===== config.mk =====
export PLATFORM = sky130hd
export DESIGN_NAME = dbfc_ctrl
export DESIGN_NICKNAME = d
export VERILOG_FILES = /design/src/rtl/dbfc_ctrl.v
export VERILOG_INCLUDE_DIRS = /design/src /design/src/rtl
export SDC_FILE = /design/constraint.sdc
export NUM_CORES = 1
export LEC_CHECK = 0
export ABC_CLOCK_PERIOD_IN_PS = 4100
export BUFFER_PORTS_ARGS = -buffer_cell sky130_fd_sc_hd__buf_4
export CORE_ASPECT_RATIO = 2
export CORE_UTILIZATION = 50
export CTS_BUF_LIST = sky130_fd_sc_hd__clkbuf_16
export DETAILED_ROUTE_END_ITERATION = 7
export PLACE_DENSITY_LB_ADDON = 0.1
export SYNTH_ARGS = -nofsm -noshare
export SYNTH_HDL_FRONTEND = slang
export SYNTH_SLANG_ARGS = --single-unit

===== constraint.sdc =====
create_clock -name core_clk -period 4.1 [get_ports core_clk]
set_input_delay 0.82 -clock core_clk [delete_from_list [all_inputs] [get_ports core_clk]]
set_output_delay 0.82 -clock core_clk [all_outputs]
set_load 0.005 [all_outputs]

===== src/rtl/dbfc_map.vh =====
// Register offsets, field positions, reset values and timing counts for the DMA threshold block
`ifndef DBFC_MAP_VH
`define DBFC_MAP_VH

`define DBFC_OFF_THRESH      8'h00
`define DBFC_OFF_TIMER       8'h04
`define DBFC_OFF_CTRL        8'h08
`define DBFC_OFF_STATUS      8'h0c

`define DBFC_RWM_LSB         12
`define DBFC_TSP_LSB         10
`define DBFC_TFW_LSB         8
`define DBFC_RES_ONES        16'hc000

`define DBFC_RWM_RESET       2'h2
`define DBFC_TSP_RESET       2'h2
`define DBFC_TFW_RESET       2'h0
`define DBFC_BURST_RESET     8'h10

`define DBFC_CTRL_STOP       0
`define DBFC_CTRL_TIMER_EN   1
`define DBFC_CTRL_BLD        2
`define DBFC_CTRL_TEST       3
`define DBFC_CTRL_RUNT       4

`define DBFC_RUNT_BYTES      8'd64
`define DBFC_RETAIN_BYTES    8'd64
`define DBFC_TICK_NS         100
`define DBFC_CLK_NS          8
`define DBFC_TICK_CYCLES     (`DBFC_TICK_NS / `DBFC_CLK_NS)

`define DBFC_RESP_OKAY       2'h0
`define DBFC_RESP_SLVERR     2'h2

`endif


===== src/rtl/dbfc_ctrl.v =====
// DMA burst, FIFO threshold and bus hold timer control with AXI4-Lite registers
//
// Functional notes
// - Receive DMA requested once receive FIFO reaches 16, 32 or 64 bytes.
// - Without runt accept, a new frame needs 64 bytes received before any receive DMA starts.
// - Runt accept: request at watermark or on a complete valid frame.
// - Receive watermark resets to 10b, the 64-byte threshold.
// - Preamble starts when frame bytes in transmit FIFO reach 4/16/64/112.
// - A whole frame in the transmit FIFO starts transmission regardless.
// - Transmit start point resets to 10b, 64 bytes.
// - Transmit data kept until 64 bytes or whole short frame sent.
// - Transmit DMA only while FIFO has room for 8/16/32 writes.
// - Transmit FIFO watermark resets to 00b, eight write cycles.
// - Burst count caps FIFO data transfers per DMA cycle, not descriptors.
// - Burst count of zero allows exactly one transfer.
// - Burst count loads 16 on reset.
// - Burst limit disable bit makes burst count ignored.
// - Timer enabled: release bus on time expiry or transfer count, first.
// - Test enable: writes to burst count or timer also decrement once.
// - Bus timer active only when enabled; software loads it first.
// - Hold time measured from DMA acknowledge; FIFO data only.
// - Timer value zero allows a single bus cycle per mastership.
// - Nonzero timer value counts 100 ns units.
// - Threshold, burst, timer fields writable only while stopped.
// - Top two threshold bits read as ones; software writes zeros.
`timescale 1ns/1ps
`include "dbfc_map.vh"

module dbfc_ctrl (
    input  wire        core_clk,
    input  wire        rst,
    // AXI4-Lite slave
    input  wire [7:0]  s_axi_awaddr,
    input  wire        s_axi_awvalid,
    output wire        s_axi_awready,
    input  wire [31:0] s_axi_wdata,
    input  wire [3:0]  s_axi_wstrb,
    input  wire        s_axi_wvalid,
    output wire        s_axi_wready,
    output reg  [1:0]  s_axi_bresp,
    output reg         s_axi_bvalid,
    input  wire        s_axi_bready,
    input  wire [7:0]  s_axi_araddr,
    input  wire        s_axi_arvalid,
    output wire        s_axi_arready,
    output reg  [31:0] s_axi_rdata,
    output reg  [1:0]  s_axi_rresp,
    output reg         s_axi_rvalid,
    input  wire        s_axi_rready,
    // Receive FIFO side
    input  wire [7:0]  rx_fifo_bytes,
    input  wire [10:0] rx_frame_bytes,
    input  wire        rx_frame_complete,
    output reg         rx_dma_req,
    // Transmit FIFO side
    input  wire [7:0]  tx_frame_written,
    input  wire        tx_frame_whole,
    input  wire [7:0]  tx_fifo_free,
    input  wire [10:0] tx_frame_sent,
    input  wire        tx_frame_done,
    output reg         tx_start,
    output reg         tx_dma_allow,
    output reg         tx_retain,
    // Bus mastership
    input  wire        dma_ack,
    input  wire        xfer_done,
    input  wire        xfer_is_desc,
    output reg         bus_release
);

    // Register state
    reg [1:0]  receive_watermark;
    reg [1:0]  transmit_start_point;
    reg [1:0]  transmit_fifo_watermark;
    reg [7:0]  burst_count_limit;
    reg [15:0] bus_hold_time_limit;
    reg        ctl_stop;
    reg        ctl_timer_en;
    reg        burst_limit_disable;
    reg        test_enable;
    reg        ctl_runt_accept;

    // Write channel capture
    reg        aw_held;
    reg [7:0]  aw_addr;
    reg        w_held;
    reg [31:0] w_data;
    reg [3:0]  w_strb;
    reg        ar_pend;

    // Mastership counters
    reg        master_active;
    reg [7:0]  burst_left;
    reg [15:0] hold_left;
    reg [3:0]  tick_cnt;
    reg        tick_odd;

    wire wr_fire;
    wire rd_fire;
    wire wr_thresh;
    wire wr_timer;
    wire wr_ctrl;
    wire wr_status;
    wire wr_ok;
    wire lo_ok;
    wire hi_ok;
    wire tick;

    // Accept address and data independently; each held until both are present and the write fires with its response
    assign s_axi_awready = !aw_held && !s_axi_bvalid;
    assign s_axi_wready  = !w_held && !s_axi_bvalid;
    assign s_axi_arready = !s_axi_rvalid;
    assign wr_fire = aw_held && w_held && !s_axi_bvalid;
    assign rd_fire = s_axi_arvalid && s_axi_arready;

    // Address decode of the pending write
    assign wr_thresh = wr_fire && (aw_addr == `DBFC_OFF_THRESH);
    assign wr_timer  = wr_fire && (aw_addr == `DBFC_OFF_TIMER);
    assign wr_ctrl   = wr_fire && (aw_addr == `DBFC_OFF_CTRL);
    assign wr_status = wr_fire && (aw_addr == `DBFC_OFF_STATUS);
    assign wr_ok     = wr_thresh || wr_timer || wr_ctrl || wr_status;
    // Field writes only while stopped; ignored otherwise (still OKAY)
    assign lo_ok = ctl_stop && w_strb[0];
    assign hi_ok = ctl_stop && w_strb[1];

    // Write address and data capture
    always @(posedge core_clk) begin
        if (rst) begin
            aw_held <= 1'b0;
            aw_addr <= 8'h00;
            w_held  <= 1'b0;
            w_data  <= 32'h0000_0000;
            w_strb  <= 4'h0;
        end else begin
            if (s_axi_awvalid && s_axi_awready) begin
                aw_held <= 1'b1;
                aw_addr <= {s_axi_awaddr[7:2], 2'b00};
            end else if (wr_fire) begin
                aw_held <= 1'b0;
            end
            if (s_axi_wvalid && s_axi_wready) begin
                w_held <= 1'b1;
                w_data <= s_axi_wdata;
                w_strb <= s_axi_wstrb;
            end else if (wr_fire) begin
                w_held <= 1'b0;
            end
        end
    end

    // Write response
    always @(posedge core_clk) begin
        if (rst) begin
            s_axi_bvalid <= 1'b0;
            s_axi_bresp  <= `DBFC_RESP_OKAY;
        end else if (wr_fire) begin
            s_axi_bvalid <= 1'b1;
            s_axi_bresp  <= wr_ok ? `DBFC_RESP_OKAY : `DBFC_RESP_SLVERR;
        end else if (s_axi_bready) begin
            s_axi_bvalid <= 1'b0;
        end
    end

    // Control register; stop bit sets on reset so fields are reachable
    always @(posedge core_clk) begin
        if (rst) begin
            ctl_stop            <= 1'b1;
            ctl_timer_en        <= 1'b0;
            burst_limit_disable <= 1'b0;
            test_enable         <= 1'b0;
            ctl_runt_accept     <= 1'b0;
        end else if (wr_ctrl && w_strb[0]) begin
            ctl_stop            <= w_data[`DBFC_CTRL_STOP];
            ctl_timer_en        <= w_data[`DBFC_CTRL_TIMER_EN];
            burst_limit_disable <= w_data[`DBFC_CTRL_BLD];
            test_enable         <= w_data[`DBFC_CTRL_TEST];
            ctl_runt_accept     <= w_data[`DBFC_CTRL_RUNT];
        end
    end

    // Threshold fields and burst count
    always @(posedge core_clk) begin
        if (rst) begin
            receive_watermark       <= `DBFC_RWM_RESET;
            transmit_start_point    <= `DBFC_TSP_RESET;
            transmit_fifo_watermark <= `DBFC_TFW_RESET;
            burst_count_limit       <= `DBFC_BURST_RESET;
        end else if (wr_thresh) begin
            if (hi_ok) begin
                receive_watermark       <= w_data[`DBFC_RWM_LSB+1:`DBFC_RWM_LSB];
                transmit_start_point    <= w_data[`DBFC_TSP_LSB+1:`DBFC_TSP_LSB];
                transmit_fifo_watermark <= w_data[`DBFC_TFW_LSB+1:`DBFC_TFW_LSB];
            end
            // Test mode: the write also performs one decrement
            if (lo_ok) begin
                burst_count_limit <= test_enable ? w_data[7:0] - 8'h01
                                                 : w_data[7:0];
            end
        end
    end

    // Bus hold timer register; undefined in silicon, cleared here for determinism
    always @(posedge core_clk) begin
        if (rst) begin
            bus_hold_time_limit <= 16'h0000;
        end else if (wr_timer && ctl_stop) begin
            if (test_enable) begin
                bus_hold_time_limit <= w_data[15:0] - 16'h0001;
            end else begin
                if (w_strb[0]) begin
                    bus_hold_time_limit[7:0] <= w_data[7:0];
                end
                if (w_strb[1]) begin
                    bus_hold_time_limit[15:8] <= w_data[15:8];
                end
            end
        end
    end

    // Read channel; unmapped addresses answer SLVERR with zero data
    always @(posedge core_clk) begin
        if (rst) begin
            s_axi_rvalid <= 1'b0;
            s_axi_rdata  <= 32'h0000_0000;
            s_axi_rresp  <= `DBFC_RESP_OKAY;
        end else if (rd_fire) begin
            s_axi_rvalid <= 1'b1;
            s_axi_rresp  <= `DBFC_RESP_OKAY;
            case ({s_axi_araddr[7:2], 2'b00})
                `DBFC_OFF_THRESH: begin
                    // Fields hidden while running; the reserved pair still reads ones
                    if (ctl_stop) begin
                        s_axi_rdata <= {16'h0000, `DBFC_RES_ONES |
                                       {2'b00, receive_watermark, transmit_start_point,
                                        transmit_fifo_watermark, burst_count_limit}};
                    end else begin
                        s_axi_rdata <= {16'h0000, `DBFC_RES_ONES};
                    end
                end
                `DBFC_OFF_TIMER: begin
                    if (ctl_stop) begin
                        s_axi_rdata <= {16'h0000, bus_hold_time_limit};
                    end else begin
                        s_axi_rdata <= 32'h0000_0000;
                    end
                end
                `DBFC_OFF_CTRL:
                    s_axi_rdata <= {27'h0000000, ctl_runt_accept, test_enable,
                                    burst_limit_disable, ctl_timer_en, ctl_stop};
                `DBFC_OFF_STATUS:
                    s_axi_rdata <= {24'h000000, burst_left[3:0], master_active,
                                    tx_retain, tx_dma_allow, rx_dma_req};
                default: begin
                    s_axi_rdata <= 32'h0000_0000;
                    s_axi_rresp <= `DBFC_RESP_SLVERR;
                end
            endcase
        end else if (s_axi_rready) begin
            s_axi_rvalid <= 1'b0;
        end
    end

    // Receive DMA request decision
    always @(posedge core_clk) begin
        if (rst) begin
            rx_dma_req <= 1'b0;
        end else begin
            case (receive_watermark)
                2'h0: rx_dma_req <= rx_fifo_bytes >= 8'd16;
                2'h1: rx_dma_req <= rx_fifo_bytes >= 8'd32;
                2'h2: rx_dma_req <= rx_fifo_bytes >= 8'd64;
                default: rx_dma_req <= 1'b0; // Reserved code requests only on a complete frame with runt accept
            endcase
            // Runt accept lifts the 64-byte wait; a complete frame goes at any length
            if (rx_frame_complete && ctl_runt_accept) begin
                rx_dma_req <= (rx_fifo_bytes != 8'h00);
            end else if (!ctl_runt_accept &&
                         rx_frame_bytes < {3'b000, `DBFC_RUNT_BYTES}) begin
                rx_dma_req <= 1'b0;
            end
        end
    end

    // Transmit start, DMA permission and retention
    always @(posedge core_clk) begin
        if (rst) begin
            tx_start     <= 1'b0;
            tx_dma_allow <= 1'b0;
            tx_retain    <= 1'b0;
        end else begin
            case (transmit_start_point)
                2'h0: tx_start <= tx_frame_written >= 8'd4;
                2'h1: tx_start <= tx_frame_written >= 8'd16;
                2'h2: tx_start <= tx_frame_written >= 8'd64;
                default: tx_start <= tx_frame_written >= 8'd112;
            endcase
            if (tx_frame_whole) begin
                tx_start <= 1'b1;
            end
            case (transmit_fifo_watermark)
                2'h0: tx_dma_allow <= tx_fifo_free >= 8'd8;
                2'h1: tx_dma_allow <= tx_fifo_free >= 8'd16;
                2'h2: tx_dma_allow <= tx_fifo_free >= 8'd32;
                default: tx_dma_allow <= 1'b0;
            endcase
            // Keep the slot-time window so collision retries need no refill
            tx_retain <= !tx_frame_done &&
                         (tx_frame_sent < {3'b000, `DBFC_RETAIN_BYTES});
        end
    end

    // 100 ns tick restarted at acknowledge; 12 and 13 cycle periods alternate so
    // the 8 ns clock averages exactly 100 ns instead of running 4% fast
    assign tick = tick_odd ? (tick_cnt == `DBFC_TICK_CYCLES)
                           : (tick_cnt == `DBFC_TICK_CYCLES - 1);

    always @(posedge core_clk) begin
        if (rst || !master_active) begin
            tick_cnt <= 4'h0;
            tick_odd <= 1'b0;
        end else if (tick) begin
            tick_cnt <= 4'h0;
            tick_odd <= !tick_odd;
        end else begin
            tick_cnt <= tick_cnt + 4'h1;
        end
    end

    // Mastership period: counts FIFO data transfers and hold time
    always @(posedge core_clk) begin
        if (rst) begin
            master_active <= 1'b0;
            burst_left    <= 8'h00;
            hold_left     <= 16'h0000;
            bus_release   <= 1'b0;
        end else if (!master_active) begin
            bus_release <= 1'b0;
            if (dma_ack) begin
                master_active <= 1'b1;
                // Zero burst count still allows one transfer
                burst_left <= (burst_count_limit == 8'h00) ? 8'h01
                                                           : burst_count_limit;
                hold_left  <= bus_hold_time_limit;
            end
        end else if (!dma_ack) begin
            master_active <= 1'b0;
            bus_release   <= 1'b0;
        end else begin
            // Descriptor transfers are never counted
            if (xfer_done && !xfer_is_desc && burst_left != 8'h00) begin
                burst_left <= burst_left - 8'h01;
            end
            if (tick && hold_left != 16'h0000) begin
                hold_left <= hold_left - 16'h0001;
            end
            // Release on the first limit reached
            if (xfer_done && !xfer_is_desc && !burst_limit_disable &&
                burst_left == 8'h01) begin
                bus_release <= 1'b1;
            end
            if (ctl_timer_en) begin
                if (bus_hold_time_limit == 16'h0000 && xfer_done && !xfer_is_desc) begin
                    bus_release <= 1'b1;
                end
                // An expiry during a descriptor transfer waits, it is never lost
                if (bus_hold_time_limit != 16'h0000 && !(xfer_done && xfer_is_desc) &&
                    ((tick && hold_left == 16'h0001) || hold_left == 16'h0000)) begin
                    bus_release <= 1'b1;
                end
            end
        end
    end

endmodule


==> run_summary.xml <==
<?xml version="1.0" encoding="UTF-8"?>
<metrics>
  <group name="outcome">
    <metric name="outcome" unit="">finished clean</metric>
  </group>
  <group name="clock_tree">
    <metric name="cts_made_buffers" unit="">17</metric>
    <metric name="clk_transition_reported_paths" unit="ps">60</metric>
    <metric name="clockRootBuffer" unit="">sky130_fd_sc_hd__clkbuf_16</metric>
    <metric name="number_of_buffers_between_clock_root_and_the_deepest_sink" unit="">2</metric>
    <metric name="post-cts-setup-buffer-count" unit="">0</metric>
    <metric name="cts-hold-fix-buffers" unit="">0</metric>
    <metric name="cts_tree" unit="">yes</metric>
    <metric name="cts-htree-levels" unit="">4</metric>
    <metric name="clock_sink_count" unit="">116</metric>
    <metric name="clk_latency" unit="ps">420</metric>
    <metric name="post_cts_resized" unit="">0</metric>
  </group>
  <group name="worst_setup_path">
    <metric name="cp.required" unit="ps">4410</metric>
    <metric name="setup.worst_path.end_class" unit="">flop</metric>
    <metric name="crit_fanout" unit="">13</metric>
    <metric name="critical_path_arrival" unit="ps">3040</metric>
    <metric name="setup_cp_type" unit="">flop to flop</metric>
    <metric name="timing.critical_path.from_type" unit="">flop</metric>
  </group>
  <group name="synthesis">
    <metric name="synthDominantAreaCellType" unit="">sky130_fd_sc_hd__dfxtp_1</metric>
    <metric name="synth_top_flop_cell" unit="">sky130_fd_sc_hd__dfxtp_1</metric>
    <metric name="yosysMostFrequentCell" unit="">sky130_fd_sc_hd__dfxtp_1</metric>
    <metric name="number_of_warnings_reported_in_the_yosys_synthesis_log" unit="">0</metric>
    <metric name="synth-seq-area-share" unit="%">39.9</metric>
    <metric name="post_synth_instance_area" unit="mm2">0.00582</metric>
    <metric name="asyncSetResetFlopFracSynth" unit="%">0</metric>
    <metric name="synth_top_cell_area_share" unit="%">39.9</metric>
    <metric name="synth.ff_latch_count" unit="">116</metric>
    <metric name="edff_count_synth" unit="">0</metric>
    <metric name="synth.top_cells.by_count" unit="">116 x sky130_fd_sc_hd__dfxtp_1, 81 x sky130_fd_sc_hd__nor2_1, 80 x sky130_fd_sc_hd__nand2_1</metric>
    <metric name="syn-instance-count" unit="">699</metric>
    <metric name="ys_top_cells_by_area" unit="">sky130_fd_sc_hd__dfxtp_1 40%, sky130_fd_sc_hd__mux2i_1 6.0%, sky130_fd_sc_hd__a21oi_1 5.3%</metric>
    <metric name="synthDistinctLibCells" unit="">67</metric>
    <metric name="avgSynthCellArea" unit="um2">8.33</metric>
  </group>
  <group name="global_routing">
    <metric name="grt_max_degree" unit="">74</metric>
    <metric name="vias_in_the_first_global_route" unit="">5335</metric>
    <metric name="grt_antenna_before_repair" unit="">0</metric>
    <metric name="grt_util_all_layers" unit="%">28.1</metric>
    <metric name="grt_first_pass_wirelength" unit="um">25900</metric>
    <metric name="globalRouteOverflowTotal" unit="">0</metric>
  </group>
  <group name="sta">
    <metric name="min_period_over_period" unit="%">66.7</metric>
    <metric name="unrepaired_setup_endpoints_after_global_routing" unit="">false</metric>
    <metric name="finalClockSkew" unit="ps">9.61</metric>
    <metric name="post-route-min-period" unit="ps">2730</metric>
    <metric name="hold_viol_final" unit="">0</metric>
    <metric name="finalSetupViolCount" unit="">0</metric>
    <metric name="fmaxAchievable" unit="MHz">366</metric>
    <metric name="timing_max_transition_violations_final" unit="">0</metric>
    <metric name="setup_tns" unit="ps">0</metric>
    <metric name="worst_slew_pin_slew" unit="ps">961</metric>
    <metric name="worst_slew_margin_rel" unit="%">35.9</metric>
  </group>
  <group name="final_layout">
    <metric name="area_growth" unit="%">22.9</metric>
    <metric name="layout.cells.non_filler" unit="">936</metric>
    <metric name="finalNetCount" unit="">900</metric>
    <metric name="antenna_cells" unit="">0</metric>
    <metric name="share_of_cells_above_drive_strength_1" unit="%">20.0</metric>
  </group>
  <group name="detailed_routing">
    <metric name="wl_per_cell" unit="um">17.8</metric>
    <metric name="viasPerCell" unit="">5.87</metric>
    <metric name="drcViolationCount" unit="">0</metric>
    <metric name="initialDrtViolationCount" unit="">227</metric>
    <metric name="detailroute.via_count" unit="">5492</metric>
    <metric name="route.antenna.remaining_nets" unit="">0</metric>
    <metric name="drt_first_pass_iters" unit="">6</metric>
    <metric name="wirelength" unit="um">16600</metric>
  </group>
  <group name="floorplan">
    <metric name="floorplan.rows" unit="">55</metric>
    <metric name="io-pin-count" unit="">157</metric>
    <metric name="die_ar" unit="mm2">0.0121</metric>
    <metric name="fp.dieW" unit="um">78.3</metric>
    <metric name="die_h" unit="um">155</metric>
    <metric name="floorplan.core_area" unit="mm2">0.0114</metric>
    <metric name="floorplan.initialDensity" unit="%">51.3</metric>
  </group>
  <group name="placement">
    <metric name="gp_congestion" unit="">0.905</metric>
    <metric name="place_hpwl" unit="um">12200</metric>
    <metric name="place.port_buffers" unit="">99</metric>
    <metric name="dpl.cell_count" unit="">904</metric>
  </group>
  <group name="flow_run">
    <metric name="cap_violations" unit="">0</metric>
  </group>
  <group name="pwr">
    <metric name="worst_supply_voltage_drop_on_vdd" unit="V">0.000331</metric>
    <metric name="p_per_area" unit="mW/mm2">442</metric>
    <metric name="power.static_leakage" unit="nW">2.93</metric>
  </group>
  <group name="worst_hold_path">
    <metric name="hold_class" unit="">flop to flop</metric>
  </group>
</metrics>
through the flow:
stage | hold slack (ps) | power [W] | worst slack [ps] | utilization, % | area, um2
after global routing | 497 | 0.00328 | 1310 | 63.0 | 7150
after floorplan | 437 | 0.00153 | 1840 | - | 5880
after detailed placement | 457 | 0.00166 | 1390 | 57.6 | 6550
after global placement | 458 | 0.00165 | 1400 | 57.6 | 6550
after CTS | 468 | 0.00318 | 1380 | 63.0 | 7150
final | 465 | 0.00316 | 1370 | 63.0 | 7150
routing by layer:
| layer | share of wire, % | vias up | wire length [um] | track usage, % |
|---|---|---|---|---|
| li1 | - | 2656 | - | - |
| met1 | 36 | 2593 | 6040 | 27.1 |
| met2 | 54 | 178 | 9070 | 53.1 |
| met3 | 4.0 | 65 | 658 | 5.07 |
| met4 | 5.3 | 0 | 886 | 17.5 |
| met5 | 0 | - | 0 | 0 |
worst max-delay path, cell delays in order, from the launching register on:
cell                      delay (ps)
sky130_fd_sc_hd__dfxtp_1         350
sky130_fd_sc_hd__or4_4           580
sky130_fd_sc_hd__or4_4           540
sky130_fd_sc_hd__nor2_1          740
sky130_fd_sc_hd__nor3_1          110
sky130_fd_sc_hd__o221a_2         300
registers in the layout, indices dropped and copies added (netlist names), 4 cells and up:
| signal | cells |
|---|---|
| bus_hold_time_limit | 16 |
| hold_left | 16 |
| s_axi_rdata | 16 |
| w_data | 16 |
| burst_count_limit | 8 |
| burst_left | 8 |
| aw_addr | 6 |
| tick_cnt | 4 |
worst paths after layout:
path | start | to | slack [ps] | cells after the start
worst max-delay path | hold_left[8] | hold_left[0] | 1370 | 5
worst min-delay path | w_strb[1] | w_strb[1] | 470 | 2
worst max register to register | hold_left[8] | hold_left[0] | 1370 | 5
worst min register to register | w_strb[1] | w_strb[1] | 470 | 2
placed cells by master, fill, tap and decap left out, types with 4 or more instances in the layout:
cell	instances
sky130_fd_sc_hd__a211oi_1	6
sky130_fd_sc_hd__a21oi_1	62
sky130_fd_sc_hd__a22oi_1	12
sky130_fd_sc_hd__a31oi_1	4
sky130_fd_sc_hd__and2_1	4
sky130_fd_sc_hd__and3_1	5
sky130_fd_sc_hd__buf_4	105
sky130_fd_sc_hd__clkbuf_16	17
sky130_fd_sc_hd__clkinv_4	4
sky130_fd_sc_hd__conb_1	18
sky130_fd_sc_hd__dfxtp_1	116
sky130_fd_sc_hd__ha_1	8
sky130_fd_sc_hd__inv_1	12
sky130_fd_sc_hd__mux2_2	12
sky130_fd_sc_hd__mux2i_1	35
sky130_fd_sc_hd__nand2_1	80
sky130_fd_sc_hd__nand2b_1	10
sky130_fd_sc_hd__nand3_1	10
sky130_fd_sc_hd__nand3b_1	5
sky130_fd_sc_hd__nor2_1	81
sky130_fd_sc_hd__nor2b_1	6
sky130_fd_sc_hd__nor3_1	21
sky130_fd_sc_hd__nor4_1	18
sky130_fd_sc_hd__o211ai_1	5
sky130_fd_sc_hd__o21ai_0	28
sky130_fd_sc_hd__o31ai_1	8
sky130_fd_sc_hd__o32ai_1	7
sky130_fd_sc_hd__o41ai_1	4
sky130_fd_sc_hd__or4_1	4
sky130_fd_sc_hd__xnor2_1	12
sky130_fd_sc_hd__xor2_1	6
power by group:
| group | switching, W | leakage [nW] | internal (W) |
|---|---|---|---|
| logic | 0.000256 | 1.70 | 0.000178 |
| clock network | 0.000565 | 0.286 | 0.000959 |
| registers | 0.0000408 | 0.942 | 0.00117 |
final cells by class:
class | instances | area, um2
fillers | 1048 | 4200
multi-input cells | 528 | 3210
flip-flops and latches | 116 | 2320
repair buffers | 105 | 788
clock buffers | 17 | 425
clock inverters | 15 | 181
well taps | 142 | 178
inverters | 13 | 48.8
cells by family (layout without fill, tap and decap cells):
| kind of cell | count (synthesis) | after routing | share of synthesized area (%) |
|---|---|---|---|
| adders and majority gates | 8 | 8 | 1.72 |
| other | 1 | 18 | 0.0644 |
| muxes | 47 | 47 | 8.34 |
| AOI/OAI and AO/OA | 167 | 167 | 18.5 |
| DFF | 116 | 116 | 39.9 |
| xor gates and xnor gates | 18 | 18 | 2.71 |
| and+or+nand+nor | 270 | 270 | 22.7 |
| buffers and inverters | 72 | 150 | 6.06 |
No activity file was read; power rests on OpenSTA's default activity.
